## config.mk

```make
export PLATFORM = sky130hd
export DESIGN_NAME = fbgp_ports
export DESIGN_NICKNAME = d
export VERILOG_FILES = /design/src/core/fbgp_pkg.sv /design/src/core/fbgp_ports.sv
export VERILOG_INCLUDE_DIRS = /design/src /design/src/core
export SDC_FILE = /design/constraint.sdc
export NUM_CORES = 1
export LEC_CHECK = 0
export ABC_AREA = 0
export BUFFER_PORTS_ARGS = -buffer_cell sky130_fd_sc_hd__buf_2
export CAP_MARGIN = 20
export CORE_ASPECT_RATIO = 0.7
export CORE_UTILIZATION = 51
export DETAILED_ROUTE_END_ITERATION = 16
export MAX_ROUTING_LAYER = met4
export PLACE_DENSITY = 0.78
export SYNTH_ARGS = -nofsm -noshare
export SYNTH_HDL_FRONTEND = slang
export SYNTH_SLANG_ARGS = --single-unit
```

## constraint.sdc

```tcl
create_clock -name clk -period 1.4 [get_ports clk]
set_input_delay 0.14 -clock clk [delete_from_list [all_inputs] [get_ports clk]]
set_output_delay 0.14 -clock clk [all_outputs]
set_load 0.02 [all_outputs]
```

## src/core/fbgp_map.svh

```systemverilog
`ifndef FBGP_MAP_SVH
`define FBGP_MAP_SVH

// ----------------------------------------------------------------
// data memory port register offsets
// ----------------------------------------------------------------
`define FBGP_DM_OFS_70 7'h70
`define FBGP_DM_OFS_71 7'h71
`define FBGP_DM_OFS_72 7'h72
`define FBGP_DM_OFS_73 7'h73

// ----------------------------------------------------------------
// bank codes
// ----------------------------------------------------------------
`define FBGP_BANK0 2'h0
`define FBGP_BANK1 2'h1
`define FBGP_BANK2 2'h2

// ----------------------------------------------------------------
// control register file offsets
// ----------------------------------------------------------------
`define FBGP_RF_GROUP_DIR 7'h27
`define FBGP_RF_THIRD_DIR 7'h35
`define FBGP_RF_SECOND_DIR 7'h36
`define FBGP_RF_FIRST_DIR 7'h37

// ----------------------------------------------------------------
// reset values and field layout
// ----------------------------------------------------------------
`define FBGP_DIR_RST 4'h0
`define FBGP_LATCH_RST 4'h0
`define FBGP_GROUP_LATCH_RST 3'h0
`define FBGP_GROUP_DIR_RST 1'b0
`define FBGP_NIB_ZERO 4'h0
`define FBGP_GROUP_DIR_BIT 0
`define FBGP_PIN_LEVEL_MASK 4'h3

`endif

```

## src/core/fbgp_pkg.sv

```systemverilog
package fbgp_pkg;

  // data memory access from the cpu
  typedef struct packed {
    logic wr;
    logic rd;
    logic [1:0] bank;
    logic [6:0] addr;
    logic [3:0] wdata;
  } fbgp_dm_req_t;

  // control register file access from the cpu
  typedef struct packed {
    logic wr;
    logic rd;
    logic [6:0] addr;
    logic [3:0] wdata;
  } fbgp_rf_req_t;

  // raw pin levels of every port that can be read
  typedef struct packed {
    logic [3:0] first;
    logic [3:0] second;
    logic [3:0] third;
    logic [2:0] grouped;
    logic [3:0] input_only;
  } fbgp_pin_in_t;

  // drive of one four pin bidirectional port
  typedef struct packed {
    logic [3:0] out;
    logic [3:0] oe;
  } fbgp_bidir_drv_t;

  // drive of the three pin grouped port
  typedef struct packed {
    logic [2:0] out;
    logic [2:0] oe;
  } fbgp_group_drv_t;

endpackage : fbgp_pkg

```

## src/core/fbgp_ports.sv

```systemverilog
// Functional notes
// - first bidir port pin directions come from per-bit register at 37H.
// - second bidir port pin directions come from per-bit register at 36H.
// - third bidir port pin directions come from per-bit register at 35H.
// - grouped port direction comes from the group register at 27H.
// - first bidir port data at 70H, same register in banks 0 and 2.
// - second bidir port data at 71H, same register in banks 0 and 2.
// - third bidir port data at 71H in bank 1.
// - grouped port data at 72H in bank 1.
// - input-only port pin levels are read at 73H in banks 0 and 2.
// - first output latch at 72H banks 0/2; second at 70H bank 1.
// - grouped port uses bits 3..1; bit 0 has no pin, reads zero.
// - each pin of the three four-bit ports has its own direction.
// - the grouped port's three pins switch direction together.
// - writes update latches; reads sample the pins through two sync flops.
// - an input pin floats; reading returns its level, high as 1.
// - writing a port set as input still updates its output latch.
// - output pins read the latch, except first port pins 1..0 read level.
// - all resets and clock stop make pins input; ce reset keeps latches.
`timescale 1ns/100ps
`include "fbgp_map.svh"

module fbgp_ports (
  // clock and resets
  input wire logic clk,
  input wire logic rstn,
  input wire logic ce_reset,
  input wire logic clock_stop,
  // cpu data memory access
  input wire fbgp_pkg::fbgp_dm_req_t dm_req,
  output logic [3:0] dm_rdata,
  output logic dm_rvalid,
  // cpu control register file access
  input wire fbgp_pkg::fbgp_rf_req_t rf_req,
  output logic [3:0] rf_rdata,
  output logic rf_rvalid,
  // pin levels
  input wire fbgp_pkg::fbgp_pin_in_t pin_in,
  // bidirectional pin drive
  output fbgp_pkg::fbgp_bidir_drv_t first_bidir_port,
  output fbgp_pkg::fbgp_bidir_drv_t second_bidir_port,
  output fbgp_pkg::fbgp_bidir_drv_t third_bidir_port,
  output fbgp_pkg::fbgp_group_drv_t grouped_bidir_port,
  // output-only pins
  output logic [3:0] first_output_port,
  output logic [3:0] second_output_port
);
  import fbgp_pkg::*;

  // ----------------------------------------------------------------
  // helpers
  // ----------------------------------------------------------------
  // banks 0 and 2 alias the same port registers
  function automatic logic in_bank_02(input logic [1:0] bank);
    in_bank_02 = (bank == `FBGP_BANK0) || (bank == `FBGP_BANK2);
  endfunction : in_bank_02

  function automatic logic in_bank_1(input logic [1:0] bank);
    in_bank_1 = (bank == `FBGP_BANK1);
  endfunction : in_bank_1

  // output bits return the latch, input bits the pin level
  function automatic logic [3:0] mix_read(
    input logic [3:0] latch,
    input logic [3:0] dir,
    input logic [3:0] level
  );
    mix_read = (latch & dir) | (level & ~dir);
  endfunction : mix_read

  // ----------------------------------------------------------------
  // pin synchronisers
  // ----------------------------------------------------------------
  fbgp_pin_in_t meta_reg;
  fbgp_pin_in_t meta_next;
  fbgp_pin_in_t level_reg;
  fbgp_pin_in_t level_next;

  always_comb begin
    meta_next = pin_in;
    level_next = meta_reg;
  end

  always_ff @(posedge clk or negedge rstn) begin
    if (!rstn) begin
      meta_reg <= '0;
      level_reg <= '0;
    end else begin
      meta_reg <= meta_next;
      level_reg <= level_next;
    end
  end

  // ----------------------------------------------------------------
  // access decode
  // ----------------------------------------------------------------
  logic dm_b02;
  logic dm_b1;
  logic hit_70_b02;
  logic hit_71_b02;
  logic hit_72_b02;
  logic hit_73_b02;
  logic hit_70_b1;
  logic hit_71_b1;
  logic hit_72_b1;
  logic dir_reset;

  always_comb begin
    dm_b02 = in_bank_02(dm_req.bank);
    dm_b1 = in_bank_1(dm_req.bank);
    hit_70_b02 = dm_b02 && (dm_req.addr == `FBGP_DM_OFS_70);
    hit_71_b02 = dm_b02 && (dm_req.addr == `FBGP_DM_OFS_71);
    hit_72_b02 = dm_b02 && (dm_req.addr == `FBGP_DM_OFS_72);
    hit_73_b02 = dm_b02 && (dm_req.addr == `FBGP_DM_OFS_73);
    hit_70_b1 = dm_b1 && (dm_req.addr == `FBGP_DM_OFS_70);
    hit_71_b1 = dm_b1 && (dm_req.addr == `FBGP_DM_OFS_71);
    hit_72_b1 = dm_b1 && (dm_req.addr == `FBGP_DM_OFS_72);
    // ce reset and clock stop act like power-on on the directions only
    dir_reset = ce_reset || clock_stop;
  end

  // ----------------------------------------------------------------
  // direction selection registers
  // ----------------------------------------------------------------
  logic [3:0] first_port_direction_bits_reg;
  logic [3:0] first_port_direction_bits_next;
  logic [3:0] second_port_direction_bits_reg;
  logic [3:0] second_port_direction_bits_next;
  logic [3:0] third_port_direction_bits_reg;
  logic [3:0] third_port_direction_bits_next;
  logic grouped_port_direction_reg;
  logic grouped_port_direction_next;

  always_comb begin
    first_port_direction_bits_next = first_port_direction_bits_reg;
    second_port_direction_bits_next = second_port_direction_bits_reg;
    third_port_direction_bits_next = third_port_direction_bits_reg;
    grouped_port_direction_next = grouped_port_direction_reg;
    if (dir_reset) begin
      first_port_direction_bits_next = `FBGP_DIR_RST;
      second_port_direction_bits_next = `FBGP_DIR_RST;
      third_port_direction_bits_next = `FBGP_DIR_RST;
      grouped_port_direction_next = `FBGP_GROUP_DIR_RST;
    end else if (rf_req.wr) begin
      case (rf_req.addr)
        `FBGP_RF_FIRST_DIR: begin
          first_port_direction_bits_next = rf_req.wdata;
        end
        `FBGP_RF_SECOND_DIR: begin
          second_port_direction_bits_next = rf_req.wdata;
        end
        `FBGP_RF_THIRD_DIR: begin
          third_port_direction_bits_next = rf_req.wdata;
        end
        `FBGP_RF_GROUP_DIR: begin
          grouped_port_direction_next = rf_req.wdata[`FBGP_GROUP_DIR_BIT];
        end
        default: begin
          // other register file cells live outside this block
          grouped_port_direction_next = grouped_port_direction_reg;
        end
      endcase
    end
  end

  always_ff @(posedge clk or negedge rstn) begin
    if (!rstn) begin
      first_port_direction_bits_reg <= `FBGP_DIR_RST;
      second_port_direction_bits_reg <= `FBGP_DIR_RST;
      third_port_direction_bits_reg <= `FBGP_DIR_RST;
      grouped_port_direction_reg <= `FBGP_GROUP_DIR_RST;
    end else begin
      first_port_direction_bits_reg <= first_port_direction_bits_next;
      second_port_direction_bits_reg <= second_port_direction_bits_next;
      third_port_direction_bits_reg <= third_port_direction_bits_next;
      grouped_port_direction_reg <= grouped_port_direction_next;
    end
  end

  // ----------------------------------------------------------------
  // output latches
  // ----------------------------------------------------------------
  // latches are written regardless of direction and survive ce reset
  logic [3:0] first_latch_reg;
  logic [3:0] first_latch_next;
  logic [3:0] second_latch_reg;
  logic [3:0] second_latch_next;
  logic [3:0] third_latch_reg;
  logic [3:0] third_latch_next;
  logic [2:0] group_latch_reg;
  logic [2:0] group_latch_next;
  logic [3:0] out0_latch_reg;
  logic [3:0] out0_latch_next;
  logic [3:0] out1_latch_reg;
  logic [3:0] out1_latch_next;

  always_comb begin
    first_latch_next = first_latch_reg;
    second_latch_next = second_latch_reg;
    third_latch_next = third_latch_reg;
    group_latch_next = group_latch_reg;
    out0_latch_next = out0_latch_reg;
    out1_latch_next = out1_latch_reg;
    if (dm_req.wr) begin
      if (hit_70_b02) begin
        first_latch_next = dm_req.wdata;
      end
      if (hit_71_b02) begin
        second_latch_next = dm_req.wdata;
      end
      if (hit_71_b1) begin
        third_latch_next = dm_req.wdata;
      end
      if (hit_72_b1) begin
        // bit 0 has no pin, so it is simply dropped
        group_latch_next = dm_req.wdata[3:1];
      end
      if (hit_72_b02) begin
        out0_latch_next = dm_req.wdata;
      end
      if (hit_70_b1) begin
        out1_latch_next = dm_req.wdata;
      end
      // the input-only port at 73H ignores writes
    end
  end

  // only power-on clears the latches; software must not count on it
  always_ff @(posedge clk or negedge rstn) begin
    if (!rstn) begin
      first_latch_reg <= `FBGP_LATCH_RST;
      second_latch_reg <= `FBGP_LATCH_RST;
      third_latch_reg <= `FBGP_LATCH_RST;
      group_latch_reg <= `FBGP_GROUP_LATCH_RST;
      out0_latch_reg <= `FBGP_LATCH_RST;
      out1_latch_reg <= `FBGP_LATCH_RST;
    end else begin
      first_latch_reg <= first_latch_next;
      second_latch_reg <= second_latch_next;
      third_latch_reg <= third_latch_next;
      group_latch_reg <= group_latch_next;
      out0_latch_reg <= out0_latch_next;
      out1_latch_reg <= out1_latch_next;
    end
  end

  // ----------------------------------------------------------------
  // data memory read path
  // ----------------------------------------------------------------
  logic [3:0] group_dir4;
  logic [3:0] first_dir_rd;
  logic [3:0] dm_rdata_reg;
  logic [3:0] dm_rdata_next;
  logic dm_rvalid_reg;
  logic dm_rvalid_next;

  always_comb begin
    group_dir4 = {4{grouped_port_direction_reg}};
    // low two pins of the first port always return the pin level
    first_dir_rd = first_port_direction_bits_reg & ~`FBGP_PIN_LEVEL_MASK;
    dm_rvalid_next = dm_req.rd;
    dm_rdata_next = dm_rdata_reg;
    if (dm_req.rd) begin
      dm_rdata_next = `FBGP_NIB_ZERO;
      if (hit_70_b02) begin
        dm_rdata_next = mix_read(first_latch_reg, first_dir_rd, level_reg.first);
      end
      if (hit_71_b02) begin
        dm_rdata_next = mix_read(second_latch_reg, second_port_direction_bits_reg,
          level_reg.second);
      end
      if (hit_71_b1) begin
        dm_rdata_next = mix_read(third_latch_reg, third_port_direction_bits_reg,
          level_reg.third);
      end
      if (hit_72_b1) begin
        dm_rdata_next = mix_read({group_latch_reg, 1'b0}, group_dir4,
          {level_reg.grouped, 1'b0});
      end
      if (hit_72_b02) begin
        dm_rdata_next = out0_latch_reg;
      end
      if (hit_70_b1) begin
        dm_rdata_next = out1_latch_reg;
      end
      if (hit_73_b02) begin
        dm_rdata_next = level_reg.input_only;
      end
    end
  end

  always_ff @(posedge clk or negedge rstn) begin
    if (!rstn) begin
      dm_rdata_reg <= `FBGP_NIB_ZERO;
      dm_rvalid_reg <= 1'b0;
    end else begin
      dm_rdata_reg <= dm_rdata_next;
      dm_rvalid_reg <= dm_rvalid_next;
    end
  end

  // ----------------------------------------------------------------
  // register file read path
  // ----------------------------------------------------------------
  logic [3:0] rf_rdata_reg;
  logic [3:0] rf_rdata_next;
  logic rf_rvalid_reg;
  logic rf_rvalid_next;

  always_comb begin
    rf_rvalid_next = rf_req.rd;
    rf_rdata_next = rf_rdata_reg;
    if (rf_req.rd) begin
      case (rf_req.addr)
        `FBGP_RF_FIRST_DIR: begin
          rf_rdata_next = first_port_direction_bits_reg;
        end
        `FBGP_RF_SECOND_DIR: begin
          rf_rdata_next = second_port_direction_bits_reg;
        end
        `FBGP_RF_THIRD_DIR: begin
          rf_rdata_next = third_port_direction_bits_reg;
        end
        `FBGP_RF_GROUP_DIR: begin
          rf_rdata_next = {3'h0, grouped_port_direction_reg};
        end
        default: begin
          rf_rdata_next = `FBGP_NIB_ZERO;
        end
      endcase
    end
  end

  always_ff @(posedge clk or negedge rstn) begin
    if (!rstn) begin
      rf_rdata_reg <= `FBGP_NIB_ZERO;
      rf_rvalid_reg <= 1'b0;
    end else begin
      rf_rdata_reg <= rf_rdata_next;
      rf_rvalid_reg <= rf_rvalid_next;
    end
  end

  // ----------------------------------------------------------------
  // pin drive
  // ----------------------------------------------------------------
  // enables come straight from the direction flops, so a reset floats
  // the pins in the same edge that clears them
  always_comb begin
    first_bidir_port.out = first_latch_reg;
    first_bidir_port.oe = first_port_direction_bits_reg;
    second_bidir_port.out = second_latch_reg;
    second_bidir_port.oe = second_port_direction_bits_reg;
    third_bidir_port.out = third_latch_reg;
    third_bidir_port.oe = third_port_direction_bits_reg;
    grouped_bidir_port.out = group_latch_reg;
    grouped_bidir_port.oe = {3{grouped_port_direction_reg}};
    first_output_port = out0_latch_reg;
    second_output_port = out1_latch_reg;
    dm_rdata = dm_rdata_reg;
    dm_rvalid = dm_rvalid_reg;
    rf_rdata = rf_rdata_reg;
    rf_rvalid = rf_rvalid_reg;
  end

endmodule : fbgp_ports

```

# After elaboration in Yosys (flattened, before gate mapping)
# Index checks and enable logic that the tools add are counted.
[op_classes] muxes=20 n_reduce_logical=25 n_bitwise=16 eq_ne=10
[ops] cell="two-way mux 4 bit" n=16
[ops] cell="AND 4 bit" n=8
[ops] cell="equality test 7 x 6 -> 1 bit, second input constant" n=4
[ops] cell="equality test 7 bit, second input constant" n=4
[ops] cell="AND reduction 2 bit" n=10
[ops] cell="NOT 4 bit" n=4
[ops] cell="bitwise OR 4 bit" n=4
[ops] cell="one-hot mux 4 bit (4 select lines)" n=1
[ops] cell="nonzero test 2 bit" n=5
[ops] cell="logical AND 1 bit" n=7
[ops] cell="two-way mux 1 bit" n=3
[ops] cell="equality test 2 x 1 -> 1 bit, second input constant" n=1
[ops] cell="equality test 2 bit, second input constant" n=1
[ops] cell="zero test 2 bit" n=1
[ops] cell="logical OR 1 bit" n=2
[word_totals] wordCells=95 output_inout_bits=48 input_bits=51 reg_bits=84

# Logic depth before layout (Yosys ltp)
[logic_depth] word_depth=10 mapped_depth=7 depth_no_buf=5

# Least setup slack after synthesis
# No wires, ideal clock.
[synth_timing] path_kind="input-to-reg" from="in dm_req[6] in the netlist's numbering" to="reg first_latch_reg[0]" setup_time_ps=125 t_arrival_ps=1368 n_path_buf=1 cell_stages=6 slack_ps=-93 required_time_ps=1275 cell_sequence="nand4b_4 > nor2_8 > nand2_1 > or4_1 > buf_2 > mux2_4"
[synth_via] elab_chain_cells=3
[synth_lines] element="start, declared" line="fbgp_ports.sv:30" rtl="input wire fbgp_pkg::fbgp_dm_req_t dm_req,"
[synth_lines] element="equality test 7 bit (no source line)"
[synth_lines] element="logical AND 1 bit" line="fbgp_ports.sv:111" rtl="hit_70_b02 = dm_b02 && (dm_req.addr == `FBGP_DM_OFS_70);"
[synth_lines] element="AND reduction 2 bit (no source line)"
[synth_lines] element="end signal, assigned" line="fbgp_ports.sv:231" rtl="first_latch_reg <= `FBGP_LATCH_RST;"
[synth_lines] element="end signal, assigned" line="fbgp_ports.sv:238" rtl="first_latch_reg <= first_latch_next;"
[synth_lines] element="end, declared" line="fbgp_ports.sv:184" rtl="logic [3:0] first_latch_reg;"
# No other way between the ends.
# A chain may end at the register's enable or synchronous reset.

# Final worst setup path
[layout_timing] from="reg second_port_direction_bits_reg[0]" to="reg dm_rdata_reg[0] (netlist: dm_rdata[0])"
[layout_via] elab_chain_cells=9 word_cells_on_any_way=10 cone_classes="mux (6); bitwise (4)"
[layout_lines] element="start, declared" line="fbgp_ports.sv:127" rtl="logic [3:0] second_port_direction_bits_reg;"
[layout_lines] element="start signal, assigned" line="fbgp_ports.sv:169" rtl="second_port_direction_bits_reg <= `FBGP_DIR_RST;"
[layout_lines] element="start signal, assigned" line="fbgp_ports.sv:174" rtl="second_port_direction_bits_reg <= second_port_direction_bits_next;"
[layout_lines] element="NOT 4 bit" line="fbgp_ports.sv:68" rtl="mix_read = (latch & dir) | (level & ~dir);"
[layout_lines] element="AND 4 bit" line="fbgp_ports.sv:68"
[layout_lines] element="bitwise OR 4 bit (*)" line="fbgp_ports.sv:68"
[layout_lines] element="two-way mux 4 bit (*)" line="fbgp_ports.sv:268" rtl="if (hit_71_b02) begin"
[layout_lines] element="two-way mux 4 bit (*)" line="fbgp_ports.sv:272" rtl="if (hit_71_b1) begin"
[layout_lines] element="two-way mux 4 bit (*)" line="fbgp_ports.sv:276" rtl="if (hit_72_b1) begin"
[layout_lines] element="two-way mux 4 bit (*)" line="fbgp_ports.sv:280" rtl="if (hit_72_b02) begin"
[layout_lines] element="two-way mux 4 bit (*)" line="fbgp_ports.sv:283" rtl="if (hit_70_b1) begin"
[layout_lines] element="two-way mux 4 bit (*)" line="fbgp_ports.sv:286" rtl="if (hit_73_b02) begin"
[layout_lines] element="end signal, assigned" line="fbgp_ports.sv:294" rtl="dm_rdata_reg <= `FBGP_NIB_ZERO;"
[layout_lines] element="end signal, assigned" line="fbgp_ports.sv:297" rtl="dm_rdata_reg <= dm_rdata_next;"
[layout_lines] element="end, declared" line="fbgp_ports.sv:252" rtl="logic [3:0] dm_rdata_reg;"
# Mark *: on every way between the ends. The rest lies on a longest branch, timed or not.

==> impl_metrics.json <==
{
  "outcome": "finished with violations",
  "violations": "negative setup slack",
  "worst_setup_path_end_kind": "flip-flop",
  "grt_pass1_wl_um": 13700,
  "hold_path.class": "primary input to flip-flop",
  "ant_nets": 0,
  "start_util": 0.540,
  "drive_gt1_frac": 0.433,
  "place_inst": 470,
  "syn2layout_area_growth_pct": 37.2,
  "dp_slack_ns": -0.250,
  "grt_max_degree": 36,
  "timing.fmax_mhz": 699,
  "grt_overflow": 0,
  "cts_made_buffers": 9,
  "grt_pass1_vias": 2697,
  "core_area_mm2": 0.00634,
  "die_area_mm2": 0.00704,
  "power_leakage_nw": 2.42,
  "synth_top_area_cell": "dfrtp_1",
  "worstSetupPathType": "flip-flop to flip-flop",
  "combPwrFrac": 0.095,
  "cts_buffer_depth": 2,
  "drtIter0Drc": 150,
  "mostFrequentLayoutCells": "97 x buf_2, 82 x dfrtp_1, 34 x buf_4",
  "synth_seq_area_share": 0.615,
  "hold_viol_final": 0,
  "cts.sink_count": 84,
  "routed_via_density": 5.19,
  "die_y_um": 70.5,
  "rows": 24,
  "portBuffers": 98,
  "drc": 0,
  "start_kind": "flip-flop",
  "synth_warnings": 0,
  "grt_antenna_before_repair": 0,
  "synth-seq-cells": 84,
  "synth.cell_area_mm2": 0.00342,
  "finalWirelength_um": 8590,
  "cp.required_ns": 1.65,
  "clkTransAtPathRegs_ns": 0.09,
  "p_switching_mw": 1.19,
  "postSynthAreaPerCell_um2": 13.1,
  "antenna_cells": 0,
  "synth_nets": 312,
  "tritoncts": "done",
  "grt_setup_unrepaired": "true",
  "cellPowerDensity_mw_per_mm2": 1090,
  "fin_worst_skew_ns": 0.0112,
  "finalMaxSlewViolations": 0,
  "setup_viol": 1,
  "worstMarginPinSlew_ns": 0.365,
  "vias": 2632,
  "finalPower_mw": 5.12,
  "wire_per_inst_um": 16.9,
  "maxCapViolations": 0,
  "clkPwrFrac": 0.406,
  "fp.dieW_um": 99.9,
  "fin_ws_ns": -0.0307,
  "h-tree-depth": 3,
  "clock_latency_ns": 0.36,
  "grt_usage": 0.274,
  "relSlewSlack": 0.750,
  "placed_cell_area_mm2": 0.00423,
  "final_cell_count_no_fill": 507,
  "ir_drop_mv": 0.921,
  "worst-path-max-fanout": 2,
  "p_seq_frac": 0.500,
  "netlist_instances": 261,
  "p_int_mw": 3.93,
  "crit_arrival_ns": 1.68,
  "clock-root-buffer": "clkbuf_8",
  "synthDistinctLibCells": 46,
  "final_common_cell": "buf_2",
  "fin_nets": 462,
  "postLayoutCellArea_mm2": 0.00469,
  "io_pins": 99,
  "synthTopCellsByArea": "dfrtp_1 61%, mux2_2 6.9%, mux2i_1 6.7%",
  "postCtsSetupBuffers": 0,
  "yosys.area.top_type_share": 0.615,
  "drtPass1Iterations": 4,
  "globalplace.congestion": 0.891,
  "p_sw_frac": 0.232,
  "final.period_utilization": 1.02,
  "finalCriticalPeriod_ns": 1.43,
  "dp_hpwl_um": 6170
}
[per-layer routing]
metal / track usage / vias to the layer above / routed length [µm]
met5: - / - / 0
met4: 0.0899 / 0 / 122
met3: 0.0801 / 15 / 592
met2: 0.392 / 102 / 3850
met1: 0.376 / 1269 / 4030
li1: - / 1246 / -
[repair_timing]
item / CTS / global route
hold endpoints to repair: 44 / 0
hold buffers: 21 / 0
gates resized for setup: 2 / 1
pin swaps: 2 / 6
endpoints found under the setup margin: 2 / 4
[cells in the mapped netlist, drive strengths merged]
cell type,n
a2111oi,1
a211o,2
a211oi,1
a21boi,4
a21oi,7
a221o,2
a22o,1
a22oi,2
a31oi,7
a32oi,1
and2,2
and2b,1
and3b,1
and4bb,1
buf,7
clkbuf,7
dfrtp,84
inv,5
mux2,29
mux2i,23
nand2,11
nand2b,2
nand3,5
nand4,3
nand4b,3
nor2,21
nor2b,5
nor3,1
nor3b,3
nor4,2
o2111ai,1
o21a,1
o21ai,4
o221ai,2
o22ai,5
o31ai,1
or2,1
or3,1
or4,1
[path summary, 6_finish.rpt]
| path | start | endpoint | slack [ns] | cells after the start |
|---|---|---|---|---|
| min in group asynchronous | rstn | rf_rvalid$_DFF_PN0_ | 0.23 | 2 |
| setup reg to reg | second_port_direction_bits_reg[0]$_DFFE_PN0P_ | dm_rdata[0]$_DFFE_PN0P_ | -0.03 | 5 |
| hold reg to reg | level_next[14]$_DFF_PN0_ | level_reg[14]$_DFF_PN0_ | 0.35 | 0 |
| setup / recovery | second_port_direction_bits_reg[0]$_DFFE_PN0P_ | dm_rdata[0]$_DFFE_PN0P_ | -0.03 | 5 |
| hold / removal | dm_req[13] | dm_rvalid$_DFF_PN0_ | 0.02 | 1 |
| max in group asynchronous | rstn | second_output_port[1]$_DFFE_PN0P_ | 0.59 | 3 |
[logic make-up after synthesis]
logic type,synth area share
DFF,0.615
and+or+nand+nor,0.109
muxes,0.167
buffers and inverters,0.0252
AOI/OAI and AO/OA,0.0842
[layout make-up]
cell class	instances	area [µm²]
Sequential cell	84	2100
Fill cell	454	1640
Multi-Input combinational cell	158	1240
Timing Repair Buffer	153	971
Clock buffer	9	124
Clock inverter	7	121
Tap cell	91	114
Inverter	5	18.8
[stage by stage]
stage / util / TNS [ns] / hold slack, ns
4_1_cts: 0.740 / -0.0398 / 0.00118
2_1_floorplan: - / -0.371 / -0.156
6_report: 0.741 / -0.0307 / 0.0183
3_5_place_dp: 0.667 / -3.38 / 0.0827
5_1_grt: 0.741 / -0.112 / 0.00315
3_3_place_gp: 0.667 / -2.72 / 0.0746
[power groups by stage]
stage / registers, mW / clock network (mW) / logic (mW)
after floorplan: 2.63 / 0 / 0.138
after global placement: 2.60 / 0 / 0.425
after detailed placement: 2.60 / 0 / 0.436
after CTS: 2.56 / 2.13 / 0.483
after global routing: 2.56 / 2.21 / 0.527
final: 2.56 / 2.08 / 0.485
[critical path, stage by stage (launching register included)]
cell,delay [ns]
dfrtp_2,0.43
mux2i_1,0.15
nor3b_1,0.06
o31ai_1,0.28
a31oi_1,0.13
mux2_4,0.27
No activity file was read; power rests on OpenSTA's default activity.
